**src/verilog/pin_mux_pkg.sv**
```systemverilog
//==========================================================
package pin_mux_pkg;

  //==========================================================
  // function select codes, one two-bit field per pin
  localparam logic [1:0] SEL_GPIO   = 2'h0;
  localparam logic [1:0] SEL_FUNC_A = 2'h1;
  localparam logic [1:0] SEL_FUNC_B = 2'h2;
  localparam logic [1:0] SEL_FUNC_C = 2'h3;

  //==========================================================
  // management channel modes
  localparam logic [1:0] MGMT_UART   = 2'h0;
  localparam logic [1:0] MGMT_TRANSP = 2'h1;
  localparam logic [1:0] MGMT_GCI    = 2'h2;

  //==========================================================
  // inactive / reset levels
  localparam logic IDLE_SERIAL  = 1'h1;  // serial line marks high
  localparam logic IDLE_LOW_ACT = 1'h1;  // active-low inputs idle high
  localparam logic IDLE_HIGH_ACT = 1'h0;
  localparam int   SYNC_STAGES  = 2;
  localparam int   PIN_COUNT    = 5;

endpackage : pin_mux_pkg

```
**src/verilog/port_c_d_pin_function_mux.sv**
```systemverilog
`timescale 1ns/100ps
module port_c_d_pin_function_mux #(
  parameter int STROBES = 2
) (
  // clock and reset
  input  wire logic               core_clk,
  input  wire logic               sys_rst,
  // pads: input, output, output enable
  input  wire logic               port_c_bit_five_in,
  output logic                    port_c_bit_five_out,
  output logic                    port_c_bit_five_oe,
  input  wire logic               port_c_bit_four_in,
  output logic                    port_c_bit_four_out,
  output logic                    port_c_bit_four_oe,
  input  wire logic               port_d_bit_thirtyone_in,
  output logic                    port_d_bit_thirtyone_out,
  output logic                    port_d_bit_thirtyone_oe,
  input  wire logic               port_d_bit_thirty_in,
  output logic                    port_d_bit_thirty_out,
  output logic                    port_d_bit_thirty_oe,
  input  wire logic               port_d_bit_twentynine_in,
  output logic                    port_d_bit_twentynine_out,
  output logic                    port_d_bit_twentynine_oe,
  // per-pin select and general-purpose control, bit order c5 c4 d31 d30 d29
  input  wire logic [1:0]         sel_c5,
  input  wire logic [1:0]         sel_c4,
  input  wire logic [1:0]         sel_d31,
  input  wire logic [1:0]         sel_d30,
  input  wire logic [1:0]         sel_d29,
  input  wire logic [4:0]         gpio_out,
  input  wire logic [4:0]         gpio_dir,
  output logic      [4:0]         gpio_in,
  // management serial channel one
  input  wire logic [1:0]         mgmt_mode,
  input  wire logic               mgmt_tx_data,
  output logic                    mgmt_rx_data,
  input  wire logic               mgmt_sync_pad,
  output logic                    mgmt_sync_in,
  // slot strobes three and four of serial_iface_two
  input  wire logic [STROBES-1:0] strobe_byte_mode,
  input  wire logic [STROBES-1:0] strobe_bit_tick,
  input  wire logic [STROBES-1:0] strobe_slot_active,
  // fast_ctrl_two modem inputs, active low, synchronised
  output logic                    fast_ctrl_two_cts_n,
  output logic                    fast_ctrl_two_cd_n,
  // comm_chan_one
  input  wire logic               comm_tx_data,
  output logic                    comm_rx_data,
  input  wire logic               comm_rts_n,
  input  wire logic               comm_eth_mode,
  input  wire logic               eth_tx_enable,
  input  wire logic               comm_cts_n_pad,
  output logic                    comm_req_granted,
  // DMA handshake sets one and two
  input  wire logic               dma_req_ack_one,
  input  wire logic               dma_done_one_out,
  input  wire logic               dma_done_one_oe,
  output logic                    dma_done_one_in,
  input  wire logic               dma_req_ack_two,
  input  wire logic               dma_done_two_out,
  input  wire logic               dma_done_two_oe,
  output logic                    dma_done_two_in,
  // fast_ctrl_one cell interface
  input  wire logic               utopia_master,
  input  wire logic               cell_rx_addr_bit3_out,
  output logic                    cell_rx_addr_bit3_in,
  output logic                    cell_rx_avail_two
);

  //==========================================================
  // slot strobe shaping
  function automatic logic strobe_level(input logic byte_mode, input logic tick,
                                        input logic active);
    strobe_level = active & (byte_mode | tick);
  endfunction : strobe_level

  logic [STROBES-1:0] strobe_q;
  always_comb begin
    for (int i = 0; i < STROBES; i++) begin
      strobe_q[i] = strobe_level(strobe_byte_mode[i], strobe_bit_tick[i],
                                 strobe_slot_active[i]);
    end
  end

  //==========================================================
  // pad outputs
  logic [4:0] pad_out_r, pad_out_nxt;
  logic [4:0] pad_oe_r,  pad_oe_nxt;

  always_comb begin
    pad_out_nxt = gpio_out;
    pad_oe_nxt  = gpio_dir;
    // port C bit five
    case (sel_c5)
      pin_mux_pkg::SEL_FUNC_A: begin
        pad_out_nxt[4] = mgmt_tx_data;
        pad_oe_nxt[4]  = 1'b1;
      end
      pin_mux_pkg::SEL_FUNC_B: begin
        pad_out_nxt[4] = strobe_q[0];
        pad_oe_nxt[4]  = 1'b1;
      end
      pin_mux_pkg::SEL_FUNC_C: pad_oe_nxt[4] = 1'b0;
      default: ;
    endcase
    // port C bit four
    case (sel_c4)
      pin_mux_pkg::SEL_FUNC_A: pad_oe_nxt[3] = 1'b0;
      pin_mux_pkg::SEL_FUNC_B: begin
        pad_out_nxt[3] = strobe_q[STROBES-1];
        pad_oe_nxt[3]  = 1'b1;
      end
      pin_mux_pkg::SEL_FUNC_C: pad_oe_nxt[3] = 1'b0;
      default: ;
    endcase
    // port D bit 31; one select field makes ack and done exclusive
    case (sel_d31)
      pin_mux_pkg::SEL_FUNC_A: pad_oe_nxt[2] = 1'b0;
      pin_mux_pkg::SEL_FUNC_B: begin
        pad_out_nxt[2] = dma_req_ack_one;
        pad_oe_nxt[2]  = 1'b1;
      end
      pin_mux_pkg::SEL_FUNC_C: begin
        pad_out_nxt[2] = dma_done_one_out;
        pad_oe_nxt[2]  = dma_done_one_oe;
      end
      default: ;
    endcase
    // port D bit 30
    case (sel_d30)
      pin_mux_pkg::SEL_FUNC_A: begin
        pad_out_nxt[1] = comm_tx_data;
        pad_oe_nxt[1]  = 1'b1;
      end
      pin_mux_pkg::SEL_FUNC_B: begin
        pad_out_nxt[1] = dma_req_ack_two;
        pad_oe_nxt[1]  = 1'b1;
      end
      pin_mux_pkg::SEL_FUNC_C: begin
        pad_out_nxt[1] = dma_done_two_out;
        pad_oe_nxt[1]  = dma_done_two_oe;
      end
      default: ;
    endcase
    // port D bit 29
    case (sel_d29)
      pin_mux_pkg::SEL_FUNC_A: begin
        pad_out_nxt[0] = comm_eth_mode ? eth_tx_enable : comm_rts_n;
        pad_oe_nxt[0]  = 1'b1;
      end
      pin_mux_pkg::SEL_FUNC_B: begin
        pad_out_nxt[0] = cell_rx_addr_bit3_out;
        pad_oe_nxt[0]  = utopia_master;
      end
      pin_mux_pkg::SEL_FUNC_C: pad_oe_nxt[0] = 1'b0;
      default: ;
    endcase
  end

  always_ff @(posedge core_clk or posedge sys_rst) begin
    if (sys_rst) begin
      pad_out_r <= 5'h00;
      pad_oe_r  <= 5'h00;
    end else begin
      pad_out_r <= pad_out_nxt;
      pad_oe_r  <= pad_oe_nxt;
    end
  end

  assign port_c_bit_five_out       = pad_out_r[4];
  assign port_c_bit_five_oe        = pad_oe_r[4];
  assign port_c_bit_four_out       = pad_out_r[3];
  assign port_c_bit_four_oe        = pad_oe_r[3];
  assign port_d_bit_thirtyone_out  = pad_out_r[2];
  assign port_d_bit_thirtyone_oe   = pad_oe_r[2];
  assign port_d_bit_thirty_out     = pad_out_r[1];
  assign port_d_bit_thirty_oe      = pad_oe_r[1];
  assign port_d_bit_twentynine_out = pad_out_r[0];
  assign port_d_bit_twentynine_oe  = pad_oe_r[0];

  //==========================================================
  // peripheral inputs, idle level when not selected
  logic [4:0] pad_in;
  assign pad_in = {port_c_bit_five_in, port_c_bit_four_in, port_d_bit_thirtyone_in,
                   port_d_bit_thirty_in, port_d_bit_twentynine_in};

  // one bit per peripheral input, order as in the assigns below
  logic [6:0] per_in_r, per_in_nxt;
  logic [4:0] gpio_in_r;

  always_comb begin
    per_in_nxt[0] = (sel_c4 == pin_mux_pkg::SEL_FUNC_A) ? pad_in[3]
                  : pin_mux_pkg::IDLE_SERIAL;
    // sync is unused in UART mode, so hold it idle there
    per_in_nxt[1] = (mgmt_mode != pin_mux_pkg::MGMT_UART) ? mgmt_sync_pad
                  : pin_mux_pkg::IDLE_HIGH_ACT;
    per_in_nxt[2] = (sel_d31 == pin_mux_pkg::SEL_FUNC_A) ? pad_in[2]
                  : pin_mux_pkg::IDLE_SERIAL;
    per_in_nxt[3] = (sel_d31 == pin_mux_pkg::SEL_FUNC_C && !dma_done_one_oe) ? pad_in[2]
                  : pin_mux_pkg::IDLE_LOW_ACT;
    per_in_nxt[4] = (sel_d30 == pin_mux_pkg::SEL_FUNC_C && !dma_done_two_oe) ? pad_in[1]
                  : pin_mux_pkg::IDLE_LOW_ACT;
    per_in_nxt[5] = (sel_d29 == pin_mux_pkg::SEL_FUNC_B && !utopia_master) ? pad_in[0]
                  : pin_mux_pkg::IDLE_HIGH_ACT;
    per_in_nxt[6] = (sel_d29 == pin_mux_pkg::SEL_FUNC_C) ? pad_in[0]
                  : pin_mux_pkg::IDLE_HIGH_ACT;
  end

  always_ff @(posedge core_clk or posedge sys_rst) begin
    if (sys_rst) begin
      per_in_r  <= 7'h1D;
      gpio_in_r <= 5'h00;
    end else begin
      per_in_r  <= per_in_nxt;
      gpio_in_r <= pad_in;
    end
  end

  assign mgmt_rx_data         = per_in_r[0];
  assign mgmt_sync_in         = per_in_r[1];
  assign comm_rx_data         = per_in_r[2];
  assign dma_done_one_in      = per_in_r[3];
  assign dma_done_two_in      = per_in_r[4];
  assign cell_rx_addr_bit3_in = per_in_r[5];
  assign cell_rx_avail_two    = per_in_r[6];
  assign gpio_in              = gpio_in_r;

  //==========================================================
  // synchronisers for asynchronous modem inputs
  // first stage feeds only the second; gating happens before it
  logic [2:0] meta_r,  meta_nxt;
  logic [2:0] stab_r;

  always_comb begin
    meta_nxt[0] = (sel_c5 == pin_mux_pkg::SEL_FUNC_C) ? pad_in[4]
                : pin_mux_pkg::IDLE_LOW_ACT;
    meta_nxt[1] = (sel_c4 == pin_mux_pkg::SEL_FUNC_C) ? pad_in[3]
                : pin_mux_pkg::IDLE_LOW_ACT;
    meta_nxt[2] = comm_cts_n_pad;
  end

  always_ff @(posedge core_clk or posedge sys_rst) begin
    if (sys_rst) begin
      meta_r <= 3'h7;
      stab_r <= 3'h7;
    end else begin
      meta_r <= meta_nxt;
      stab_r <= meta_r;
    end
  end

  assign fast_ctrl_two_cts_n = stab_r[0];
  assign fast_ctrl_two_cd_n  = stab_r[1];

  logic grant_r, grant_nxt;
  always_comb grant_nxt = !comm_rts_n && !stab_r[2];
  always_ff @(posedge core_clk or posedge sys_rst) begin
    if (sys_rst) grant_r <= 1'b0;
    else         grant_r <= grant_nxt;
  end
  assign comm_req_granted = grant_r;
endmodule : port_c_d_pin_function_mux

```
**config.mk**
```make
export PLATFORM = sky130hd
export DESIGN_NAME = port_c_d_pin_function_mux
export DESIGN_NICKNAME = d
export VERILOG_FILES = /design/src/verilog/pin_mux_pkg.sv /design/src/verilog/port_c_d_pin_function_mux.sv
export SDC_FILE = /design/constraint.sdc
export NUM_CORES = 1
export LEC_CHECK = 0
export BUFFER_PORTS_ARGS = -buffer_cell sky130_fd_sc_hd__buf_2
export CAP_MARGIN = 20
export CORE_MARGIN = 3
export CORE_UTILIZATION = 40
export CTS_CLUSTER_DIAMETER = 120
export DETAILED_ROUTE_END_ITERATION = 16
export GPL_TIMING_DRIVEN = 0
export HOLD_SLACK_MARGIN = 0.15
export PLACE_DENSITY = 0.76
export SLEW_MARGIN = 30
export SYNTH_ARGS = -nofsm -noshare
export SYNTH_HDL_FRONTEND = slang
export SYNTH_SLANG_ARGS = --single-unit
```
**constraint.sdc**
```tcl
create_clock -name core_clk -period 0.9 [get_ports core_clk]
set_clock_uncertainty 0.1 [all_clocks]
set_input_delay 0.045 -clock core_clk [delete_from_list [all_inputs] [get_ports core_clk]]
set_output_delay 0.045 -clock core_clk [all_outputs]
set_load 0.005 [all_outputs]
```
# Yosys cells after proc, flatten, opt, wreduce, memory -nomap -nowiden
# Index checks and enable logic that the tools add are counted.
word_totals:
  out_inout_bits: 25
  reg_bits: 29
classes:
  muxes: 20
  eq_ne: 15
  n_reduce_logical: 13
  n_bitwise: 4
ops:
  columns: ["cell", "n"]
  rows:
  - ["equality test 2 bit (second input constant)", 10]
  - ["one-hot mux 1 bit (2 select lines)", 6]
  - ["2-to-1 mux 1 bit", 11]
  - ["equality test 2 x 1 -> 1 bit (second input constant)", 5]
  - ["one-hot mux 1 bit (3 select lines)", 3]
  - ["OR reduction 2 bit", 3]
  - ["logical NOT 1 bit", 5]
  - ["logical AND 1 bit", 4]
  - ["AND 1 bit", 2]
  - ["OR 1 bit", 2]
  - ["nonzero test 2 bit", 1]

# Logic depth before layout (Yosys ltp)
# Gate-level depths: netlist of run 1.
depth:
  ltp_word: 3
  ltp_mapped: 4
  depth_no_buf: 4

# Least setup slack after synthesis of run 1
# Ideal clock, no wire load.
synth_timing:
  kind: "in2reg"
  start: "input port sel_d30[0]"
  end: "register pad_out_r[1]"
  required_ns: 0.666
  arrival_time_ns: 0.629
  cell_stages: 3
  slack_ns: 0.037
  path_buffers: 0
  path_cell_list: "ha_1 a222oi_1 mux2i_1"
synth_between:
  elab_chain_cells: 2
  elab_cells_between_ends: 4
synth_rtl:
  columns: ["item", "line_no", "source"]
  rows:
  - ["start: declaration", "port_c_d_pin_function_mux.sv:28", "input wire logic [1:0] sel_d30,"]
  - ["equality test 2 bit / equality test 2 x 1 -> 1 bit (equally long branches)", "port_c_d_pin_function_mux.sv:130", "case (sel_d30)"]
  - ["one-hot mux 1 bit (3 select lines) (*)", "port_c_d_pin_function_mux.sv:130", null]
  - ["named net pad_out_nxt[1]", "port_c_d_pin_function_mux.sv:87", "logic [4:0] pad_out_r, pad_out_nxt;"]
  - ["end signal: assignment", "port_c_d_pin_function_mux.sv:165", "pad_out_r <= pad_out_nxt;"]
  - ["end: declaration", "port_c_d_pin_function_mux.sv:87", null]
# Mark *: on every way through the listed nets, which the timed path passes. The rest lies on a longest branch.

# Worst setup path after layout of run 1
layout_timing:
  start: "input port sel_d31[0]"
  end: "register per_in_r[2]"
layout_between:
  elab_chain_cells: 2
layout_rtl:
  columns: ["item", "line_no", "source"]
  rows:
  - ["start: declaration", "port_c_d_pin_function_mux.sv:27", "input wire logic [1:0] sel_d31,"]
  - ["equality test 2 x 1 -> 1 bit", "port_c_d_pin_function_mux.sv:197", "per_in_nxt[2] = (sel_d31 == pin_mux_pkg::SEL_FUNC_A) ? pad_in[2]"]
  - ["2-to-1 mux 1 bit", "port_c_d_pin_function_mux.sv:197", null]
  - ["named net per_in_nxt[2]", "port_c_d_pin_function_mux.sv:188", "logic [6:0] per_in_r, per_in_nxt;"]
  - ["end signal: assignment", "port_c_d_pin_function_mux.sv:214", "per_in_r <= per_in_nxt;"]
  - ["end: declaration", "port_c_d_pin_function_mux.sv:188", null]
# The timed path passes the listed nets, and every way through them passes these cells.

==> impl_metrics.json, run 1 <==
{
  "seq_area_frac_synth": 0.6277,
  "final-hold-violation-count": 1,
  "slowest_delay_ns": 0.69,
  "root_buffer": "clkbuf_4",
  "route.detailed.drc": 0,
  "grt_antenna_before_repair": 0,
  "core_area_mm2": 0.002781,
  "fin_tns_setup_ns": -2.545,
  "detailed_place.area_mm2": 0.001585,
  "grt_pass1_vias": 1151,
  "cp.arrival_ns": 1.25,
  "worst_slack_ns": -0.1975,
  "synth_nets": 152,
  "netlist_instances": 90,
  "critical_path.cell_chain": "buf_2 -> dlygate4sd3_1 -> inv_2 -> or3_4",
  "leakagePower_nw": 1.099,
  "finalSetupViolCount": 30,
  "initial_utilization": 0.4229,
  "cts_setup_buffers": 0,
  "design.portCount": 75,
  "cp_top_family": "buffers and inverters",
  "cts.clk_slew.worst_paths_ns": 0.09,
  "net-switching-power_mw": 0.6627,
  "clockBufferDepth": 2,
  "fin_crit_sh": 1.219,
  "final_common_cell": "buf_2",
  "design_area_mm2": 0.002125,
  "cts_tree": "built",
  "dp_slack_ns": -0.1530,
  "worstPathRequired_ns": 1.05,
  "die_area_mm2": 0.003627,
  "die_y_um": 60.23,
  "violations": "negative hold slack, negative setup slack",
  "fmax_ghz": 0.9111,
  "syn-cell-area_mm2": 0.001176,
  "worst_path_max_delay_cell": "dlygate4sd3_1",
  "drive_gt1_frac": 0.4524,
  "clk_latency_ns": 0.32,
  "grt_max_degree": 30,
  "worstMarginPinSlew_ns": 0.4887,
  "n_antenna_cell": 0,
  "synth-seq-cells": 29,
  "area_growth_pct": 80.64,
  "holdWs_ns": -0.07180,
  "globalplace.congestion": 0.7712,
  "path_buf_inv": 3,
  "dp_hpwl_um": 1831,
  "num_rows": 19,
  "die_w_um": 60.23,
  "comb_power_share": 0.174,
  "status": "finished with violations",
  "final_util": 0.7638,
  "portBuffers": 74,
  "vias_per_cell": 4.523,
  "syn_avg_cell_area_um2": 13.07,
  "ant_nets": 0,
  "cts_buffers": 5,
  "seqPwrFrac": 0.465,
  "crit_type": "in -> reg",
  "p_sw_frac": 0.2179,
  "synthArstFlopShare": 1.000,
  "synthFlopType": "dfrtp_1",
  "yosysUniqueCellTypes": 25,
  "htree_levels": 2,
  "p_int_mw": 2.379,
  "clkPwrFrac": 0.360,
  "vias": 1090,
  "crit_fanout": 4,
  "first_pass_iters": 4,
  "grt_usage": 0.1911,
  "ys_warn_count": 0,
  "synthTopCellsByArea": "dfrtp_1 (40%), dfstp_2 (22%), ha_1 (13%)",
  "synth_edf_count": 0,
  "slew_viol_final": 0,
  "power.density_mw_per_mm2": 1432,
  "peakVddDrop_mv": 1.269,
  "grt_pass1_wl_um": 4892,
  "min_period_ns": 1.098,
  "crit_path_start_kind": "input port",
  "yosysTopAreaCell": "dfrtp_1",
  "grt-ovfl-total": 0,
  "min_path_type": "in -> reg",
  "nNetsFinal": 271,
  "drt_iter0_drc": 55,
  "synth_top_area_frac": 0.4043,
  "layout_common_cells": "buf_2 (65), dlygate4sd3_1 (41), dfrtp_1 (19)",
  "rsz0062_at_grt": "true",
  "cp-end-kind": "flip-flop",
  "wirelength_um": 3310,
  "wire_per_inst_um": 13.73,
  "slew_headroom": 0.6738,
  "maxCapViolations": 0,
  "cts.sinks": 29
}
[power groups by stage]
stage	registers, mW	logic (mW)	clock network [mW]
global route	1.42	0.584	1.19
finish	1.42	0.530	1.10
floorplan	1.45	0.128	0
detailed placement	1.44	0.365	0
global placement	1.44	0.350	0
CTS	1.41	0.506	1.13
[what timing repair did]
item                                    CTS  global route
gates resized for setup                   0            11
pin swaps                                 0             3
endpoints found under the setup margin   25            62
cloned                                    0             0
hold buffers                             43             4
endpoints found under the hold margin    55            15
[flip-flops by register name (all words and copies together) (netlist names)]
signal and cells:
comm_req_granted 1, pad_oe_r 5, per_in_r 7, pad_out_r 5
meta_r 3, stab_r 3, gpio_in 5
[metrics by stage]
stage,total power [mW],instances
floorplan,1.579,90
global placement,1.785,195
detailed placement,1.802,195
CTS,3.050,246
global route,3.196,241
finish,3.041,241
[final timing paths]
kind / slack (ns) / cells past startpoint / startpoint / to
setup / recovery: -0.20 / 4 / sel_d31[0] / per_in_r[2]$_DFF_PP1_
hold / removal: -0.07 / 3 / comm_tx_data / pad_out_r[1]$_DFF_PP0_
setup reg to reg: 0.16 / 1 / stab_r[2]$_DFF_PP1_ / comm_req_granted$_DFF_PP0_
hold reg to reg: 0.26 / 0 / meta_r[2]$_DFF_PP1_ / stab_r[2]$_DFF_PP1_
max in group asynchronous: 0.12 / 3 / sys_rst / per_in_r[4]$_DFF_PP1_
min in group asynchronous: 0.23 / 3 / sys_rst / comm_req_granted$_DFF_PP0_
[layout make-up]
| type | count | area [um^2] |
|---|---|---|
| Fill cell | 185 | 656.9 |
| Clock inverter | 1 | 30.03 |
| Sequential cell | 29 | 738.2 |
| Clock buffer | 7 | 55.05 |
| Multi-Input combinational cell | 51 | 419.2 |
| Inverter | 10 | 38.79 |
| Tap cell | 31 | 38.79 |
| Timing Repair Buffer | 112 | 804.5 |
[kinds of logic after synthesis]
logic type      after synthesis  share of synthesized area
mux                           5                    0.04362
simple gates                 22                     0.1021
flops                        29                     0.6277
compound gates               12                    0.06702
buf+inv                      10                    0.03191
fa+ha+maj                    12                     0.1277
[synthesized netlist by cell type (all sizes together) (2+ instances only)]
library cell	number
nor2	6
mux2i	4
ha	12
nand2	5
inv	10
a21oi	3
nand2b	3
dfstp	10
o21ai	3
dfrtp	19
o211ai	2
[layer usage]
metal | up-vias | routed length [um] | track usage
met5 | - | 0 | 0
met4 | 0 | 46 | 0.07595
met3 | 4 | 352 | 0.06479
met2 | 59 | 1800 | 0.3596
met1 | 488 | 1111 | 0.1880
li1 | 539 | - | -
(Power assumes the default switching activity.)
==> run 2: changes to the inputs <==
--- a/config.mk
+++ b/config.mk
@@ -13,7 +13,8 @@
 export DETAILED_ROUTE_END_ITERATION = 16
 export GPL_TIMING_DRIVEN = 0
 export HOLD_SLACK_MARGIN = 0.15
-export PLACE_DENSITY = 0.76
+export PLACE_DENSITY_LB_ADDON = 0.3
+export REMOVE_ABC_BUFFERS = 1
 export SLEW_MARGIN = 30
 export SYNTH_ARGS = -nofsm -noshare
 export SYNTH_HDL_FRONTEND = slang
==> impl_metrics.json, run 2 (synthesis gave the netlist of run 1 again) <==
{
  "core_area_mm2": 0.002781,
  "clk_latency_ns": 0.32,
  "nFillCells": 186,
  "area_growth_pct": 77.23,
  "critical_path.cell_chain": "buf_2",
  "worstMarginPinSlew_ns": 0.4687,
  "slowest_delay_ns": 0.53,
  "vias": 1123,
  "globalplace.congestion": 0.7494,
  "initial_utilization": 0.4229,
  "wire_per_inst_um": 13.24,
  "final-hold-violation-count": 2,
  "violations": "negative hold slack, negative setup slack",
  "multi_input_area_um2": 410.4,
  "status": "finished with violations",
  "design.portCount": 75,
  "final_common_cell": "buf_2",
  "root_buffer": "clkbuf_4",
  "peakVddDrop_mv": 1.455,
  "rsz0062_at_grt": "true",
  "worst_slack_ns": -0.2042,
  "path_buf_inv": 1,
  "cts.sinks": 29,
  "worstPathRequired_ns": 0.75,
  "nNetsFinal": 273,
  "cts.clk_slew.worst_paths_ns": 0.09,
  "crit_fanout": 1,
  "cts_buffers": 5,
  "power.density_mw_per_mm2": 1311,
  "cp_top_family": "flip-flops",
  "worst_path_max_delay_cell": "dfstp_2",
  "clockBufferDepth": 2,
  "maxCapViolations": 0,
  "finalSetupViolCount": 30,
  "grt_antenna_before_repair": 0,
  "slew_viol_final": 0,
  "holdWs_ns": -0.08015,
  "vias_per_cell": 4.621,
  "dp_cells": 195,
  "drt_iter0_drc": 39,
  "grt_pass1_vias": 1271,
  "cp.arrival_ns": 0.96,
  "crit_type": "reg -> out",
  "grt_usage": 0.1933,
  "num_rows": 19,
  "fmax_ghz": 0.9056,
  "portBuffers": 74,
  "crit_path_start_kind": "flip-flop",
  "die_y_um": 60.23,
  "wirelength_um": 3217,
  "first_pass_iters": 4,
  "drive_gt1_frac": 0.4434,
  "fin_crit_sh": 1.227,
  "leakagePower_nw": 1.076,
  "regArea_um2": 738.2,
  "cp-end-kind": "output pin",
  "htree_levels": 2,
  "n_antenna_cell": 0,
  "die_w_um": 60.23,
  "ant_nets": 0,
  "min_path_type": "in -> reg",
  "min_period_ns": 1.104,
  "layout_common_cells": "buf_2 (69), dlygate4sd3_1 (42), dfrtp_1 (19)",
  "dp_hpwl_um": 1875,
  "die_area_mm2": 0.003627,
  "finalNonFillerCells": 243,
  "grt_max_degree": 30,
  "grt_pass1_wl_um": 5092,
  "regMostFlops": "per_in_r",
  "grt-ovfl-total": 0,
  "largest_register_ffs": 7,
  "cts_tree": "built",
  "slew_headroom": 0.6872,
  "route.detailed.drc": 0
}
-- run 2: cell count changes in the layout (fill, tap and decap cells not counted), sizes merged --
| cell | before | now |
|---|---|---|
| dlygate4sd3 | 41 | 42 |
| clkbuf | 7 | 8 |
| buf | 70 | 72 |
| dlymetal6s4s | 1 | 0 |
| bufinv | 1 | 0 |
-- run 2: per-layer routing --
metal | share of wire | vias to the layer above | GRT usage | routed length [um]
li1 | - | 538 | - | -
met3 | 0.075 | 8 | 0.06479 | 241
met5 | 0 | - | 0 | 0
met2 | 0.57 | 54 | 0.3796 | 1849
met4 | 0.019 | 0 | 0.08228 | 61
met1 | 0.33 | 523 | 0.1741 | 1064
-- run 2: metrics by stage --
| stage | instance area [um^2] | total power [mW] | util | setup WS, ns | setup TNS [ns] |
|---|---|---|---|---|---|
| floorplan | 1176 | 1.579 | - | 0.03679 | 0 |
| global placement | 1585 | 1.787 | 0.5700 | -0.2039 | -4.610 |
| detailed placement | 1585 | 1.804 | 0.5700 | -0.1719 | -0.4723 |
| CTS | 2074 | 2.751 | 0.7458 | -0.2200 | -2.705 |
| global route | 2085 | 2.870 | 0.7494 | -0.2325 | -3.642 |
| finish | 2085 | 2.733 | 0.7494 | -0.2042 | -2.520 |
-- run 2: final timing paths --
path / startpoint / end / slack (ns) / cells after the start
max: stab_r[0]$_DFF_PP1_ / fast_ctrl_two_cts_n / -0.20 / 1
min: comm_tx_data / pad_out_r[1]$_DFF_PP0_ / -0.08 / 3
max reg2reg: stab_r[2]$_DFF_PP1_ / comm_req_granted$_DFF_PP0_ / 0.16 / 1
min reg2reg: meta_r[0]$_DFF_PP1_ / stab_r[0]$_DFF_PP1_ / 0.26 / 0
max in group asynchronous: sys_rst / stab_r[1]$_DFF_PP1_ / 0.15 / 3
min in group asynchronous: sys_rst / gpio_in[2]$_DFF_PP0_ / 0.20 / 3
-- run 2: cell type report --
cell class,count,share of cell area
Clock buffer,8,0.02821
Multi-Input combinational cell,51,0.1969
Timing Repair Buffer,114,0.3836
Sequential cell,29,0.3541
Inverter,10,0.01861
Tap cell,31,0.01861
-- run 2: timing repair --
action                                 in CTS  in global routing
setup endpoints to repair                  25                 60
endpoints found under the hold margin      55                 14
setup buffers                               0                  0
gates resized for setup                     0                  6
pin swaps                                   0                  0
hold buffers                               43                  4
-- run 2: power by group --
| group | switching (mW) | internal [mW] | total [mW] |
|---|---|---|---|
| Sequential | 0.0214 | 1.40 | 1.42 |
| Clock | 0.414 | 0.385 | 0.799 |
| Combinational | 0.203 | 0.315 | 0.518 |
| Total | 0.639 | 2.09 | 2.73 |
==> run 3: changes to the inputs <==
--- a/config.mk
+++ b/config.mk
@@ -15,6 +15,7 @@
 export HOLD_SLACK_MARGIN = 0.15
 export PLACE_DENSITY_LB_ADDON = 0.3
 export REMOVE_ABC_BUFFERS = 1
+export SETUP_SLACK_MARGIN = 0.02
 export SLEW_MARGIN = 30
 export SYNTH_ARGS = -nofsm -noshare
 export SYNTH_HDL_FRONTEND = slang
==> impl_metrics.json, run 3 (synthesis gave the netlist of run 1 again) <==
{
  "htree_levels": 2,
  "crit_type": "reg -> out",
  "finalSetupViolCount": 29,
  "slew_headroom": 0.6874,
  "wire_per_inst_um": 12.99,
  "worstReg2RegStart": "stab_r[2]$_DFF_PP1_",
  "leakagePower_nw": 1.075,
  "globalplace.congestion": 0.7494,
  "crit_path_start_kind": "flip-flop",
  "drive_gt1_frac": 0.4434,
  "cts_buffers": 5,
  "largest_register_ffs": 7,
  "final_common_cell": "buf_2",
  "first_pass_iters": 4,
  "cp_top_family": "flip-flops",
  "violations": "negative hold slack, negative setup slack",
  "critical_path.cell_chain": "buf_2",
  "layout_common_cells": "buf_2 (70), dlygate4sd3_1 (41), dfrtp_1 (19)",
  "slowest_delay_ns": 0.53,
  "status": "finished with violations",
  "fin_tns_setup_ns": -2.319,
  "dp_hpwl_um": 1875,
  "worst_slack_ns": -0.2022,
  "cts.clk_slew.worst_paths_ns": 0.09,
  "design_area_mm2": 0.002077,
  "die_y_um": 60.23,
  "grt_pass1_vias": 1259,
  "crit_path_start": "stab_r[0]$_DFF_PP1_",
  "grt_usage": 0.1901,
  "route.detailed.drc": 0,
  "holdWs_ns": -0.09354,
  "area_growth_pct": 76.60,
  "root_buffer": "clkbuf_4",
  "clkPwrFrac": 0.291,
  "drt_iter0_drc": 36,
  "fin_crit_sh": 1.225,
  "design.portCount": 75,
  "cts_tree": "built",
  "nNetsFinal": 273,
  "die_area_mm2": 0.003627,
  "die_w_um": 60.23,
  "net-switching-power_mw": 0.6318,
  "p_sw_frac": 0.2319,
  "slew_viol_final": 0,
  "nFillCells": 188,
  "power.density_mw_per_mm2": 1312,
  "regArea_um2": 738.2,
  "maxCapViolations": 0,
  "portBuffers": 74,
  "grt_max_degree": 30,
  "cp-end-kind": "output pin",
  "ant_nets": 0,
  "vias_per_cell": 4.613,
  "core_area_mm2": 0.002781,
  "path_buf_inv": 1,
  "vias": 1121,
  "min_period_ns": 1.102,
  "clk_latency_ns": 0.32,
  "seqPwrFrac": 0.520,
  "num_rows": 19,
  "worstPathRequired_ns": 0.75,
  "wirelength_um": 3156,
  "cp.arrival_ns": 0.96,
  "cts.sinks": 29,
  "rsz0062_at_grt": "true",
  "clockBufferDepth": 2,
  "cts_setup_buffers": 0,
  "crit_fanout": 1,
  "grt_antenna_before_repair": 0,
  "min_path_type": "in -> reg",
  "fmax_ghz": 0.9073,
  "initial_utilization": 0.4229,
  "min_from": "sel_d31[0]",
  "p_int_mw": 2.093,
  "multi_input_area_um2": 407.9,
  "detailed_place.area_mm2": 0.001585,
  "comb_power_share": 0.189,
  "worst_path_max_delay_cell": "dfstp_2",
  "grt-ovfl-total": 0,
  "worstMarginPinSlew_ns": 0.4684,
  "grt_pass1_wl_um": 4988,
  "final-hold-violation-count": 5,
  "peakVddDrop_mv": 1.453,
  "regMostFlops": "per_in_r",
  "n_antenna_cell": 0
}
run 3: changes by cell type in the layout (fill, tap and decap cells not counted):
cell,change
buf_2,+1
dlygate4sd3_1,-1
nor2b_1,+1
nor2b_2,-1
o21ai_0,-1
o21ai_1,+1
run 3: per-stage QoR:
step,std cells,worst slack [ns],util,power (mW)
final,243,-0.2022,0.7467,2.725
after CTS,245,-0.2200,0.7422,2.747
after global routing,243,-0.2325,0.7467,2.861
after global placement,195,-0.2039,0.5700,1.787
after detailed placement,195,-0.1719,0.5700,1.804
after floorplan,90,0.03679,-,1.579
run 3: power by group through the flow:
stage                     clock (mW)  combinational, mW  sequential [mW]
after floorplan                    0              0.128             1.45
after global placement             0              0.351             1.44
after detailed placement           0              0.363             1.44
after CTS                      0.828              0.503             1.42
after global routing           0.863              0.571             1.43
final                          0.794              0.514             1.42
run 3: what timing repair did:
item                                    CTS  global route
gates cloned                              0             0
resized for setup                         0             6
endpoints found under the setup margin   25            60
hold buffers                             42             5
pin swaps                                 0             1
endpoints found under the hold margin    55            14
run 3: final timing paths:
| check | endpoint | slack, ns | cells after the start |
|---|---|---|---|
| setup reg to reg | comm_req_granted$_DFF_PP0_ | 0.15 | 1 |
| hold / removal | per_in_r[3]$_DFF_PP1_ | -0.09 | 2 |
| setup / recovery | fast_ctrl_two_cts_n | -0.20 | 1 |
| hold reg to reg | stab_r[0]$_DFF_PP1_ | 0.26 | 0 |
| max in group asynchronous | stab_r[1]$_DFF_PP1_ | 0.15 | 3 |
| min in group asynchronous | gpio_in[2]$_DFF_PP0_ | 0.20 | 3 |
run 3: final cells by class:
cell class / count / share of cell area
Multi-Input combinational cell: 51 / 0.1964
Clock buffer: 8 / 0.02831
Inverter: 10 / 0.01867
Tap cell: 31 / 0.01867
Timing Repair Buffer: 114 / 0.3825
Sequential cell: 29 / 0.3554
run 3: metal layers:
metal	wire length [um]	share of wire	vias to the layer above	GRT usage
li1	-	-	537	-
met1	998	0.32	525	0.1687
met2	1843	0.58	50	0.3750
met3	235	0.074	9	0.06479
met4	78	0.025	0	0.08228
met5	0	0	-	0
